===== config.mk =====
export PLATFORM = sky130hd
export DESIGN_NAME = addressable_output_driver
export DESIGN_NICKNAME = d
export VERILOG_FILES = /design/src/aod_pkg.sv /design/src/aod_reg_if.sv /design/src/addressable_output_driver.sv /design/src/aod_axil_slave.sv
export VERILOG_INCLUDE_DIRS = /design/src
export SDC_FILE = /design/constraint.sdc
export NUM_CORES = 1
export LEC_CHECK = 0
export ABC_AREA = 1
export BUFFER_PORTS_ARGS = -buffer_cell sky130_fd_sc_hd__buf_4
export CAP_MARGIN = 10
export CORE_ASPECT_RATIO = 1.5
export CORE_UTILIZATION = 39
export CTS_CLUSTER_DIAMETER = 60
export DETAILED_ROUTE_END_ITERATION = 7
export GPL_TIMING_DRIVEN = 0
export PLACE_DENSITY = 0.68
export RECOVER_POWER = 100
export SYNTH_ARGS = -nofsm -noshare
export SYNTH_HDL_FRONTEND = slang
export SYNTH_SLANG_ARGS = --single-unit
export TNS_END_PERCENT = 30

===== constraint.sdc =====
create_clock -name CLK_SYS -period 2.5 [get_ports CLK_SYS]
set_clock_uncertainty 0.05 [all_clocks]
set_input_delay 0.25 -clock CLK_SYS [delete_from_list [all_inputs] [get_ports CLK_SYS]]
set_output_delay 0.25 -clock CLK_SYS [all_outputs]
set_load 0.02 [all_outputs]

===== src/aod_regs.svh =====
// register offsets, field positions and reset values of the output latch driver
// assumes a 4-bit byte address on a 32-bit AXI4-Lite bus
`ifndef AOD_REGS_SVH
`define AOD_REGS_SVH
`define AOD_ADDR_W      4
`define AOD_OFS_CMD     4'h0
`define AOD_OFS_CLEAR   4'h4
`define AOD_OFS_LATCH   4'h8
`define AOD_OFS_PINS    4'hc
`define AOD_CMD_SEL_LSB 0
`define AOD_CMD_VAL_BIT 3
`define AOD_CLR_BIT     0
`define AOD_LATCH_RST   8'h00
`define AOD_RESP_OKAY   2'b00
`define AOD_RESP_SLVERR 2'b10
`define AOD_SYNC_STAGES 2
`define AOD_PIN_IDLE    6'h30
`endif


===== src/aod_pkg.sv =====
// types shared by the output latch driver and its register slave
// assumes nothing beyond a SystemVerilog compiler
package aod_pkg;
  typedef logic [7:0]  latch_vec_t;
  typedef logic [2:0]  sel_t;
  typedef logic [31:0] word_t;
  // write channel states of the bus slave
  typedef enum logic [1:0] {
    BW_COLLECT = 2'b01,
    BW_RESP    = 2'b10
  } bw_state_t;
endpackage : aod_pkg


===== src/aod_reg_if.sv =====
// internal register access between the bus slave and the latch core
// assumes both ends run on the same system clock
`timescale 1ns/1ps
`default_nettype none
interface aod_reg_if;
  import aod_pkg::*;
  logic        wr_stb;
  logic [3:0]  wr_addr;
  word_t       wr_data;
  logic [3:0]  rd_addr;
  word_t       rd_data;
  modport slave (output wr_stb, output wr_addr, output wr_data, output rd_addr, input rd_data);
  modport core  (input wr_stb, input wr_addr, input wr_data, input rd_addr, output rd_data);
endinterface : aod_reg_if
`default_nettype wire


===== src/addressable_output_driver.sv =====
// eight addressable output latches with pin and register write paths
// assumes pins are asynchronous to CLK_SYS, registers on AXI4-Lite
// assumes the host keeps address and data steady while enable is low
// assumes a bus command and a pin write may meet; the bus wins on a shared latch
// Summary of operation
// - eight latches, one chosen by 3-bit address
// - one-of-eight decode touches only addressed latch
// - latch keeps written on/off state afterwards
// - pin write accepted only while chip enable low; bus commands ignore it
// - master clear turns all outputs off together
// - master clear ignores the address inputs
// - sink output pulls low while latch on
//
// Design decisions made here: the address map and register access over AXI4-Lite.
`timescale 1ns/1ps
`default_nettype none
`include "aod_regs.svh"
module addressable_output_driver
  import aod_pkg::*;
(
  input  wire logic                   CLK_SYS,
  input  wire logic                   NRST,
  input  wire logic [2:0]             SEL_ADDR,
  input  wire logic                   DATA_BIT,
  input  wire logic                   CHIP_EN_N,
  input  wire logic                   MASTER_CLEAR_N,
  output logic [7:0]                  DRV_O,
  output logic [7:0]                  DRV_OE,
  output logic [7:0]                  OUT_STATE,
  input  wire logic [`AOD_ADDR_W-1:0] S_AXI_AWADDR,
  input  wire logic                   S_AXI_AWVALID,
  output logic                        S_AXI_AWREADY,
  input  wire logic [31:0]            S_AXI_WDATA,
  input  wire logic [3:0]             S_AXI_WSTRB,
  input  wire logic                   S_AXI_WVALID,
  output logic                        S_AXI_WREADY,
  output logic [1:0]                  S_AXI_BRESP,
  output logic                        S_AXI_BVALID,
  input  wire logic                   S_AXI_BREADY,
  input  wire logic [`AOD_ADDR_W-1:0] S_AXI_ARADDR,
  input  wire logic                   S_AXI_ARVALID,
  output logic                        S_AXI_ARREADY,
  output logic [31:0]                 S_AXI_RDATA,
  output logic [1:0]                  S_AXI_RRESP,
  output logic                        S_AXI_RVALID,
  input  wire logic                   S_AXI_RREADY
);
  // register strobes between the bus slave and the latch core
  aod_reg_if rif ();

  // pin side, after the two flops
  logic [5:0] pin_s1_q, pin_s2_q;
  sel_t       sel_s;
  logic       data_s, ce_n_s, clr_n_s;

  // latch image and the two write paths
  latch_vec_t latch_q, latch_d, pin_mask, sw_mask;

  // register side commands
  logic       sw_wr, sw_clear, sw_val;
  sel_t       sw_sel;

  // one-hot select, shared by both write paths and the checks
  function automatic latch_vec_t one_of_eight(input sel_t s);
    return latch_vec_t'(8'h01 << s);
  endfunction : one_of_eight

  // bus front end; reads answer one edge after the address is taken
  aod_axil_slave u_slave (
    .clk     (CLK_SYS),
    .nrst    (NRST),
    .awaddr  (S_AXI_AWADDR),
    .awvalid (S_AXI_AWVALID),
    .awready (S_AXI_AWREADY),
    .wdata   (S_AXI_WDATA),
    .wstrb   (S_AXI_WSTRB),
    .wvalid  (S_AXI_WVALID),
    .wready  (S_AXI_WREADY),
    .bresp   (S_AXI_BRESP),
    .bvalid  (S_AXI_BVALID),
    .bready  (S_AXI_BREADY),
    .araddr  (S_AXI_ARADDR),
    .arvalid (S_AXI_ARVALID),
    .arready (S_AXI_ARREADY),
    .rdata   (S_AXI_RDATA),
    .rresp   (S_AXI_RRESP),
    .rvalid  (S_AXI_RVALID),
    .rready  (S_AXI_RREADY),
    .rif     (rif.slave)
  );

  // two-stage synchroniser; idle levels keep enable and clear inactive
  always_ff @(posedge CLK_SYS) begin
    if (!NRST) begin
      pin_s1_q <= `AOD_PIN_IDLE;
      pin_s2_q <= `AOD_PIN_IDLE;
    end else begin
      pin_s1_q <= {MASTER_CLEAR_N, CHIP_EN_N, DATA_BIT, SEL_ADDR};
      pin_s2_q <= pin_s1_q;
    end
  end
  assign sel_s   = pin_s2_q[2:0];
  assign data_s  = pin_s2_q[3];
  assign ce_n_s  = pin_s2_q[4];
  assign clr_n_s = pin_s2_q[5];

  // register commands: CMD writes one latch, CLEAR empties all
  assign sw_wr    = rif.wr_stb && rif.wr_addr == `AOD_OFS_CMD;
  assign sw_clear = rif.wr_stb && rif.wr_addr == `AOD_OFS_CLEAR && rif.wr_data[`AOD_CLR_BIT];
  assign sw_sel   = rif.wr_data[`AOD_CMD_SEL_LSB +: 3];
  assign sw_val   = rif.wr_data[`AOD_CMD_VAL_BIT];

  // decode; no mask unless the path is enabled
  assign pin_mask = ce_n_s ? 8'h00 : one_of_eight(sel_s);
  assign sw_mask  = sw_wr ? one_of_eight(sw_sel) : 8'h00;

  // pin write first, bus write wins when both name the same latch
  always_comb begin
    latch_d = (latch_q & ~pin_mask) | (pin_mask & {8{data_s}});
    latch_d = (latch_d & ~sw_mask) | (sw_mask & {8{sw_val}});
  end

  // storage; clear overrides any write and needs no address
  always_ff @(posedge CLK_SYS) begin
    if (!NRST) begin
      latch_q <= `AOD_LATCH_RST;
    end else if (!clr_n_s || sw_clear) begin
      latch_q <= `AOD_LATCH_RST;
    end else begin
      latch_q <= latch_d;
    end
  end

  // sink variant: pull low while on, float while off
  // the pin value is fixed at 0; only the enable moves
  assign DRV_O     = 8'h00;
  assign DRV_OE    = latch_q;
  assign OUT_STATE = latch_q;

  // read mux; write-only commands read back as zero
  // the pin word shows synchronised levels, so software sees what the latches see
  always_comb begin
    unique case (rif.rd_addr)
      `AOD_OFS_LATCH: rif.rd_data = {24'h000000, latch_q};
      `AOD_OFS_PINS:  rif.rd_data = {26'h0, pin_s2_q};
      default:        rif.rd_data = 32'h0000_0000;
    endcase
  end

  // checks: each write and clear path is judged one edge after the synchronised inputs
  // master clear wins over any write, whatever the address lines show
  a_clear_all: assert property (@(posedge CLK_SYS) disable iff (!NRST)
    !clr_n_s |=> latch_q == 8'h00)
    else $error("master clear left an output on");

  // an addressed pin write in the same cycle must not survive the clear
  a_clear_noaddr: assert property (@(posedge CLK_SYS) disable iff (!NRST)
    (!clr_n_s && !ce_n_s && data_s) |=> latch_q == 8'h00)
    else $error("addressed write beat master clear");

  // bus clear empties every latch just as the pin does
  a_bus_clear: assert property (@(posedge CLK_SYS) disable iff (!NRST)
    sw_clear |=> latch_q == 8'h00)
    else $error("bus clear left an output on");

  // pin write: the addressed latch takes the data bit
  a_pin_write: assert property (@(posedge CLK_SYS) disable iff (!NRST)
    (clr_n_s && !sw_clear && !ce_n_s && !sw_wr) |=> latch_q[$past(sel_s)] == $past(data_s))
    else $error("addressed latch did not follow data");

  // pin write: every other latch keeps its state
  a_only_addressed: assert property (@(posedge CLK_SYS) disable iff (!NRST)
    (clr_n_s && !sw_clear && !sw_wr && !ce_n_s)
      |=> ((latch_q ^ $past(latch_q)) & ~one_of_eight($past(sel_s))) == 8'h00)
    else $error("write reached an unaddressed latch");

  // bus write: the addressed latch takes the value bit
  a_bus_write: assert property (@(posedge CLK_SYS) disable iff (!NRST)
    (sw_wr && clr_n_s && !sw_clear) |=> latch_q[$past(sw_sel)] == $past(sw_val))
    else $error("bus command did not reach latch");

  // bus write: upper data bits and the other latches stay out of it
  a_bus_only_addressed: assert property (@(posedge CLK_SYS) disable iff (!NRST)
    (sw_wr && clr_n_s && !sw_clear && ce_n_s)
      |=> ((latch_q ^ $past(latch_q)) & ~one_of_eight($past(sw_sel))) == 8'h00)
    else $error("bus write reached an unaddressed latch");

  // no enable and no command: nothing moves
  a_hold_disabled: assert property (@(posedge CLK_SYS) disable iff (!NRST)
    (ce_n_s && !sw_wr && clr_n_s && !sw_clear) |=> $stable(latch_q))
    else $error("latch changed with chip enable high");

  // three quiet cycles keep the image, so the host may walk away
  a_hold_state: assert property (@(posedge CLK_SYS) disable iff (!NRST)
    (ce_n_s && !sw_wr && clr_n_s && !sw_clear) [*3] |=> latch_q == $past(latch_q, 3))
    else $error("stored state drifted");

  // enable passes exactly two flops; both must have loaded out of reset
  a_sync_delay: assert property (@(posedge CLK_SYS) disable iff (!NRST)
    ($past(NRST) && $past(NRST, 2)) |-> ce_n_s == $past(CHIP_EN_N, 2))
    else $error("enable not two flops behind pin");

  // outputs stay released while reset holds
  a_reset_off: assert property (@(posedge CLK_SYS)
    !NRST |=> (DRV_OE == 8'h00 && OUT_STATE == 8'h00))
    else $error("output sinking during reset");

  // a cleared output stops sinking on the next edge
  a_sink_drive: assert property (@(posedge CLK_SYS) disable iff (!NRST)
    (!clr_n_s ##1 1'b1) |-> (DRV_OE == 8'h00 && DRV_O == 8'h00))
    else $error("cleared output still sinking");

  // main scenarios: pin write, both clears, single bus command, all on
  c_pin_write:   cover property (@(posedge CLK_SYS) disable iff (!NRST) !ce_n_s ##1 ce_n_s);
  c_master_clr:  cover property (@(posedge CLK_SYS) disable iff (!NRST)
    latch_q != 8'h00 ##1 !clr_n_s);
  c_bus_single:  cover property (@(posedge CLK_SYS) disable iff (!NRST) sw_wr && !sw_val);
  c_all_on:      cover property (@(posedge CLK_SYS) disable iff (!NRST) latch_q == 8'hff);
  c_bus_clear:   cover property (@(posedge CLK_SYS) disable iff (!NRST)
    latch_q != 8'h00 ##1 sw_clear);
endmodule : addressable_output_driver
`default_nettype wire


===== src/aod_axil_slave.sv =====
// AXI4-Lite slave that turns bus cycles into register strobes
// assumes one clock, synchronous active-low reset, core answers reads combinationally
`timescale 1ns/1ps
`default_nettype none
`include "aod_regs.svh"
module aod_axil_slave
  import aod_pkg::*;
(
  input  wire logic                   clk,
  input  wire logic                   nrst,
  input  wire logic [`AOD_ADDR_W-1:0] awaddr,
  input  wire logic                   awvalid,
  output logic                        awready,
  input  wire logic [31:0]            wdata,
  input  wire logic [3:0]             wstrb,
  input  wire logic                   wvalid,
  output logic                        wready,
  output logic [1:0]                  bresp,
  output logic                        bvalid,
  input  wire logic                   bready,
  input  wire logic [`AOD_ADDR_W-1:0] araddr,
  input  wire logic                   arvalid,
  output logic                        arready,
  output logic [31:0]                 rdata,
  output logic [1:0]                  rresp,
  output logic                        rvalid,
  input  wire logic                   rready,
  aod_reg_if.slave                    rif
);
  bw_state_t              state_q;
  logic                   aw_q, w_q, rvalid_q;
  logic [`AOD_ADDR_W-1:0] awaddr_q;
  word_t                  wdata_q;
  logic                   wlane_q;
  logic                   aw_hs, w_hs, aw_have, w_have;
  logic [`AOD_ADDR_W-1:0] wa;

  function automatic logic mapped(input logic [`AOD_ADDR_W-1:0] a);
    return a == `AOD_OFS_CMD || a == `AOD_OFS_CLEAR || a == `AOD_OFS_LATCH || a == `AOD_OFS_PINS;
  endfunction : mapped

  // address and data are taken in either order, held until both are here
  assign awready = (state_q == BW_COLLECT) && !aw_q;
  assign wready  = (state_q == BW_COLLECT) && !w_q;
  assign aw_hs   = awvalid && awready;
  assign w_hs    = wvalid && wready;
  assign aw_have = aw_q || aw_hs;
  assign w_have  = w_q || w_hs;
  assign wa      = aw_q ? awaddr_q : awaddr;
  assign bvalid  = (state_q == BW_RESP);

  // write channel sequencing
  always_ff @(posedge clk) begin
    if (!nrst) begin
      state_q    <= BW_COLLECT;
      aw_q       <= 1'b0;
      w_q        <= 1'b0;
      awaddr_q   <= '0;
      wdata_q    <= '0;
      wlane_q    <= 1'b0;
      bresp      <= `AOD_RESP_OKAY;
      rif.wr_stb <= 1'b0;
    end else begin
      rif.wr_stb <= 1'b0;
      unique case (state_q)
        BW_COLLECT: begin
          if (aw_hs) begin
            aw_q     <= 1'b1;
            awaddr_q <= awaddr;
          end
          if (w_hs) begin
            w_q     <= 1'b1;
            wdata_q <= wdata;
            wlane_q <= wstrb[0];
          end
          if (aw_have && w_have) begin
            state_q    <= BW_RESP;
            bresp      <= mapped(wa) ? `AOD_RESP_OKAY : `AOD_RESP_SLVERR;
            // only the low byte carries fields, so lane 0 must be enabled
            rif.wr_stb <= mapped(wa) && (w_q ? wlane_q : wstrb[0]);
          end
        end
        BW_RESP: begin
          if (bready) begin
            state_q <= BW_COLLECT;
            aw_q    <= 1'b0;
            w_q     <= 1'b0;
          end
        end
      endcase
    end
  end

  // strobe payload is valid in the same cycle as wr_stb
  always_ff @(posedge clk) begin
    if (!nrst) begin
      rif.wr_addr <= '0;
      rif.wr_data <= '0;
    end else if (state_q == BW_COLLECT && aw_have && w_have) begin
      rif.wr_addr <= wa;
      rif.wr_data <= w_q ? wdata_q : wdata;
    end
  end

  // read channel: one cycle from address to data
  assign arready     = !rvalid_q;
  assign rvalid      = rvalid_q;
  assign rif.rd_addr = araddr;
  always_ff @(posedge clk) begin
    if (!nrst) begin
      rvalid_q <= 1'b0;
      rdata    <= '0;
      rresp    <= `AOD_RESP_OKAY;
    end else if (arvalid && arready) begin
      rvalid_q <= 1'b1;
      rdata    <= mapped(araddr) ? rif.rd_data : 32'h0000_0000;
      rresp    <= mapped(araddr) ? `AOD_RESP_OKAY : `AOD_RESP_SLVERR;
    end else if (rready) begin
      rvalid_q <= 1'b0;
    end
  end
endmodule : aod_axil_slave
`default_nettype wire


==> results.json <==
{
  "hold_violations": 0,
  "die_h_um": 106,
  "rr_endpoint": "u_slave.rif.wr_addr[1]",
  "min_from": "SEL_ADDR[1]",
  "async_flop_share_pct": 0,
  "vias": 2607,
  "grt_usage_pct": 16.8,
  "synth-seq-cells": 53,
  "synth_cell_types": 27,
  "drc_errors": 0,
  "clk_pin_slew_ns": 0.10,
  "synth_top_cells_by_area": "dfxtp_1, nand2_1, buf_4, nor2_1, nand4_1",
  "critPathRequiredTime_ns": 2.65,
  "rrSetupSlack_ns": 0.73,
  "drt_iter0_markers": 103,
  "fp.dieArea_mm2": 0.00761,
  "synth.most_common_cell": "nand2_1",
  "io_buffers": 54,
  "holdPathEnd": "pin_s1_q[1]",
  "io_pins": 122,
  "ys_seq_area_share_pct": 37.5,
  "routedWlPerCell_um": 10.6,
  "worst_pin_slew_ns": 0.521,
  "reg2reg_depth": 7,
  "max_cap_viol_count": 0,
  "core-area_mm2": 0.00694,
  "wl_um": 6180,
  "dr.pass1.iters": 7,
  "max_slew_margin_pct": 65.2,
  "fin_crit_ns": 1.77,
  "layout-drive-gt1-share_pct": 21.1,
  "grtUsageMet2_pct": 32.2,
  "ys_warn_count": 0,
  "dp_hpwl_um": 4880,
  "hold_buffers": 0,
  "clock_path_buffers": 2,
  "cts_tree": "done",
  "post-cts-setup-buffers": 0,
  "grt-ovfl-total": 0,
  "crit_fanout": 10,
  "numCtsBuffers": 5,
  "grt_busiest_layer": "met2",
  "start_util_pct": 40.8,
  "synth_top_area_cell": "dfxtp_1",
  "hp-class": "in2reg",
  "postRouteAntennaNets": 0,
  "status": "complete, no violations",
  "rsz0062_at_grt": "no",
  "period_share_pct": 70.8,
  "fin_tns_setup_ns": 0,
  "drv_slew": 0,
  "clock-sinks": 53,
  "grtUsageMet1_pct": 17.1,
  "gr-usage-met3_pct": 3.79,
  "avgSynthCellArea_um2": 6.89,
  "setup_violations": 0,
  "post_cts_resized": 0,
  "row_count": 37,
  "power_density_mw_per_mm2": 689,
  "path_class": "reg2reg",
  "irDropWorstVdd_v": 0.000500,
  "synth_top_area_share_pct": 37.5,
  "insertion_delay_ns": 0.32,
  "syn_inst": 411,
  "antenna_found_initial": 0,
  "max_freq_mhz": 565,
  "cts_htree_levels": 2,
  "min_path_cells": 3,
  "synth_edf_count": 0,
  "diodes": 0,
  "synthesis.area_mm2": 0.00283,
  "r2r_start": "u_slave.state_q[1]",
  "synth_common_cells": "nand2_1, nor2_1, dfxtp_1, buf_4, inv_1",
  "area_growth_pct": 20.8,
  "gp_congestion": 0.832,
  "grt_max_degree": 16,
  "grt_pass1_vias": 2345,
  "cp.arrival_ns": 1.93,
  "via_per_inst": 4.46,
  "p_leak_uw": 0.00170,
  "die_w_um": 71.6,
  "nNetsFinal": 562,
  "grt_pass1_wl_um": 10200,
  "cts-root-buf": "clkbuf_8",
  "synth-main-ff-cell": "dfxtp_1",
  "endpoint_kind": "register",
  "crit_path_start_kind": "register",
  "whs_ns": 0.0636
}
per-stage QoR:
step / utilization, % / cells / worst slack (ns) / area, um^2 / total power, uW
after floorplan: - / 444 / 1.09 / 2960 / 1760
after global placement: 49.8 / 576 / 1.11 / 3460 / 1960
after detailed placement: 49.8 / 576 / 1.08 / 3460 / 1970
after CTS: 51.0 / 584 / 1.04 / 3540 / 2450
after global routing: 49.3 / 584 / 0.517 / 3420 / 2530
final: 49.3 / 584 / 0.730 / 3420 / 2360
cell families after synthesis:
family	Yosys count	share of synthesized area, %
compound gates	46	9.85
simple gates	217	33.8
buf+inv	94	18.8
flops	53	37.5
other cells	1	0.132
routing by layer:
metal	vias up	part of all wire (%)	wire, um
li1	1404	-	-
met5	-	0	0
met4	0	1.9	116
met3	12	6.8	420
met1	1097	39	2410
met2	94	52	3230
placed cells by master (no fill, tap or decap), types with 2 or more instances in the layout:
cell / instances
inv_2: 2
clkbuf_8: 5
nand3_1: 16
nor2_2: 12
nor2_1: 65
dfxtp_1: 53
nand4_1: 21
a21oi_1: 11
o21ai_0: 22
clkbuf_4: 8
or2_2: 4
inv_1: 35
clkbuf_1: 31
a21boi_0: 8
conb_1: 34
buf_2: 6
buf_4: 65
nand2_1: 98
worst max path at each step:
stage,slack (ns),to,cells after the start,startpoint
floorplan,1.09,u_slave.state_q[0],8,u_slave.state_q[1]
global placement,1.11,pin_s2_q[4],4,NRST
detailed placement,1.08,pin_s2_q[4],4,NRST
CTS,1.04,S_AXI_AWREADY,3,u_slave.state_q[0]
global route,0.52,u_slave.rif.wr_addr[3],7,u_slave.state_q[1]
finish,0.73,u_slave.rif.wr_addr[1],7,u_slave.state_q[1]
power breakdown:
group | switching [uW] | internal (uW) | leakage (uW)
logic | 562 | 278 | 0.00123
registers | 70.8 | 967 | 0.000435
clock network | 279 | 199 | 0.0000385
critical path: stages (launching register included):
cell	delay [ns]
dfxtp_1	0.35
clkinv_1	0.06
nand2_1	0.24
o21ai_4	0.15
nand2_1	0.17
clkinvlp_2	0.35
nor2_1	0.24
nor2_2	0.05
area by class of cell:
| type | instances | area, um^2 |
|---|---|---|
| fillers | 743 | 3520 |
| multi-input cells | 297 | 1340 |
| flip-flops and latches | 53 | 1060 |
| plain buffers | 55 | 372 |
| repair buffers | 54 | 319 |
| inverters | 39 | 148 |
| well taps | 78 | 97.6 |
| clock buffers | 7 | 76.3 |
| clock inverters | 1 | 7.51 |
No activity file was read; power rests on OpenSTA's default activity.
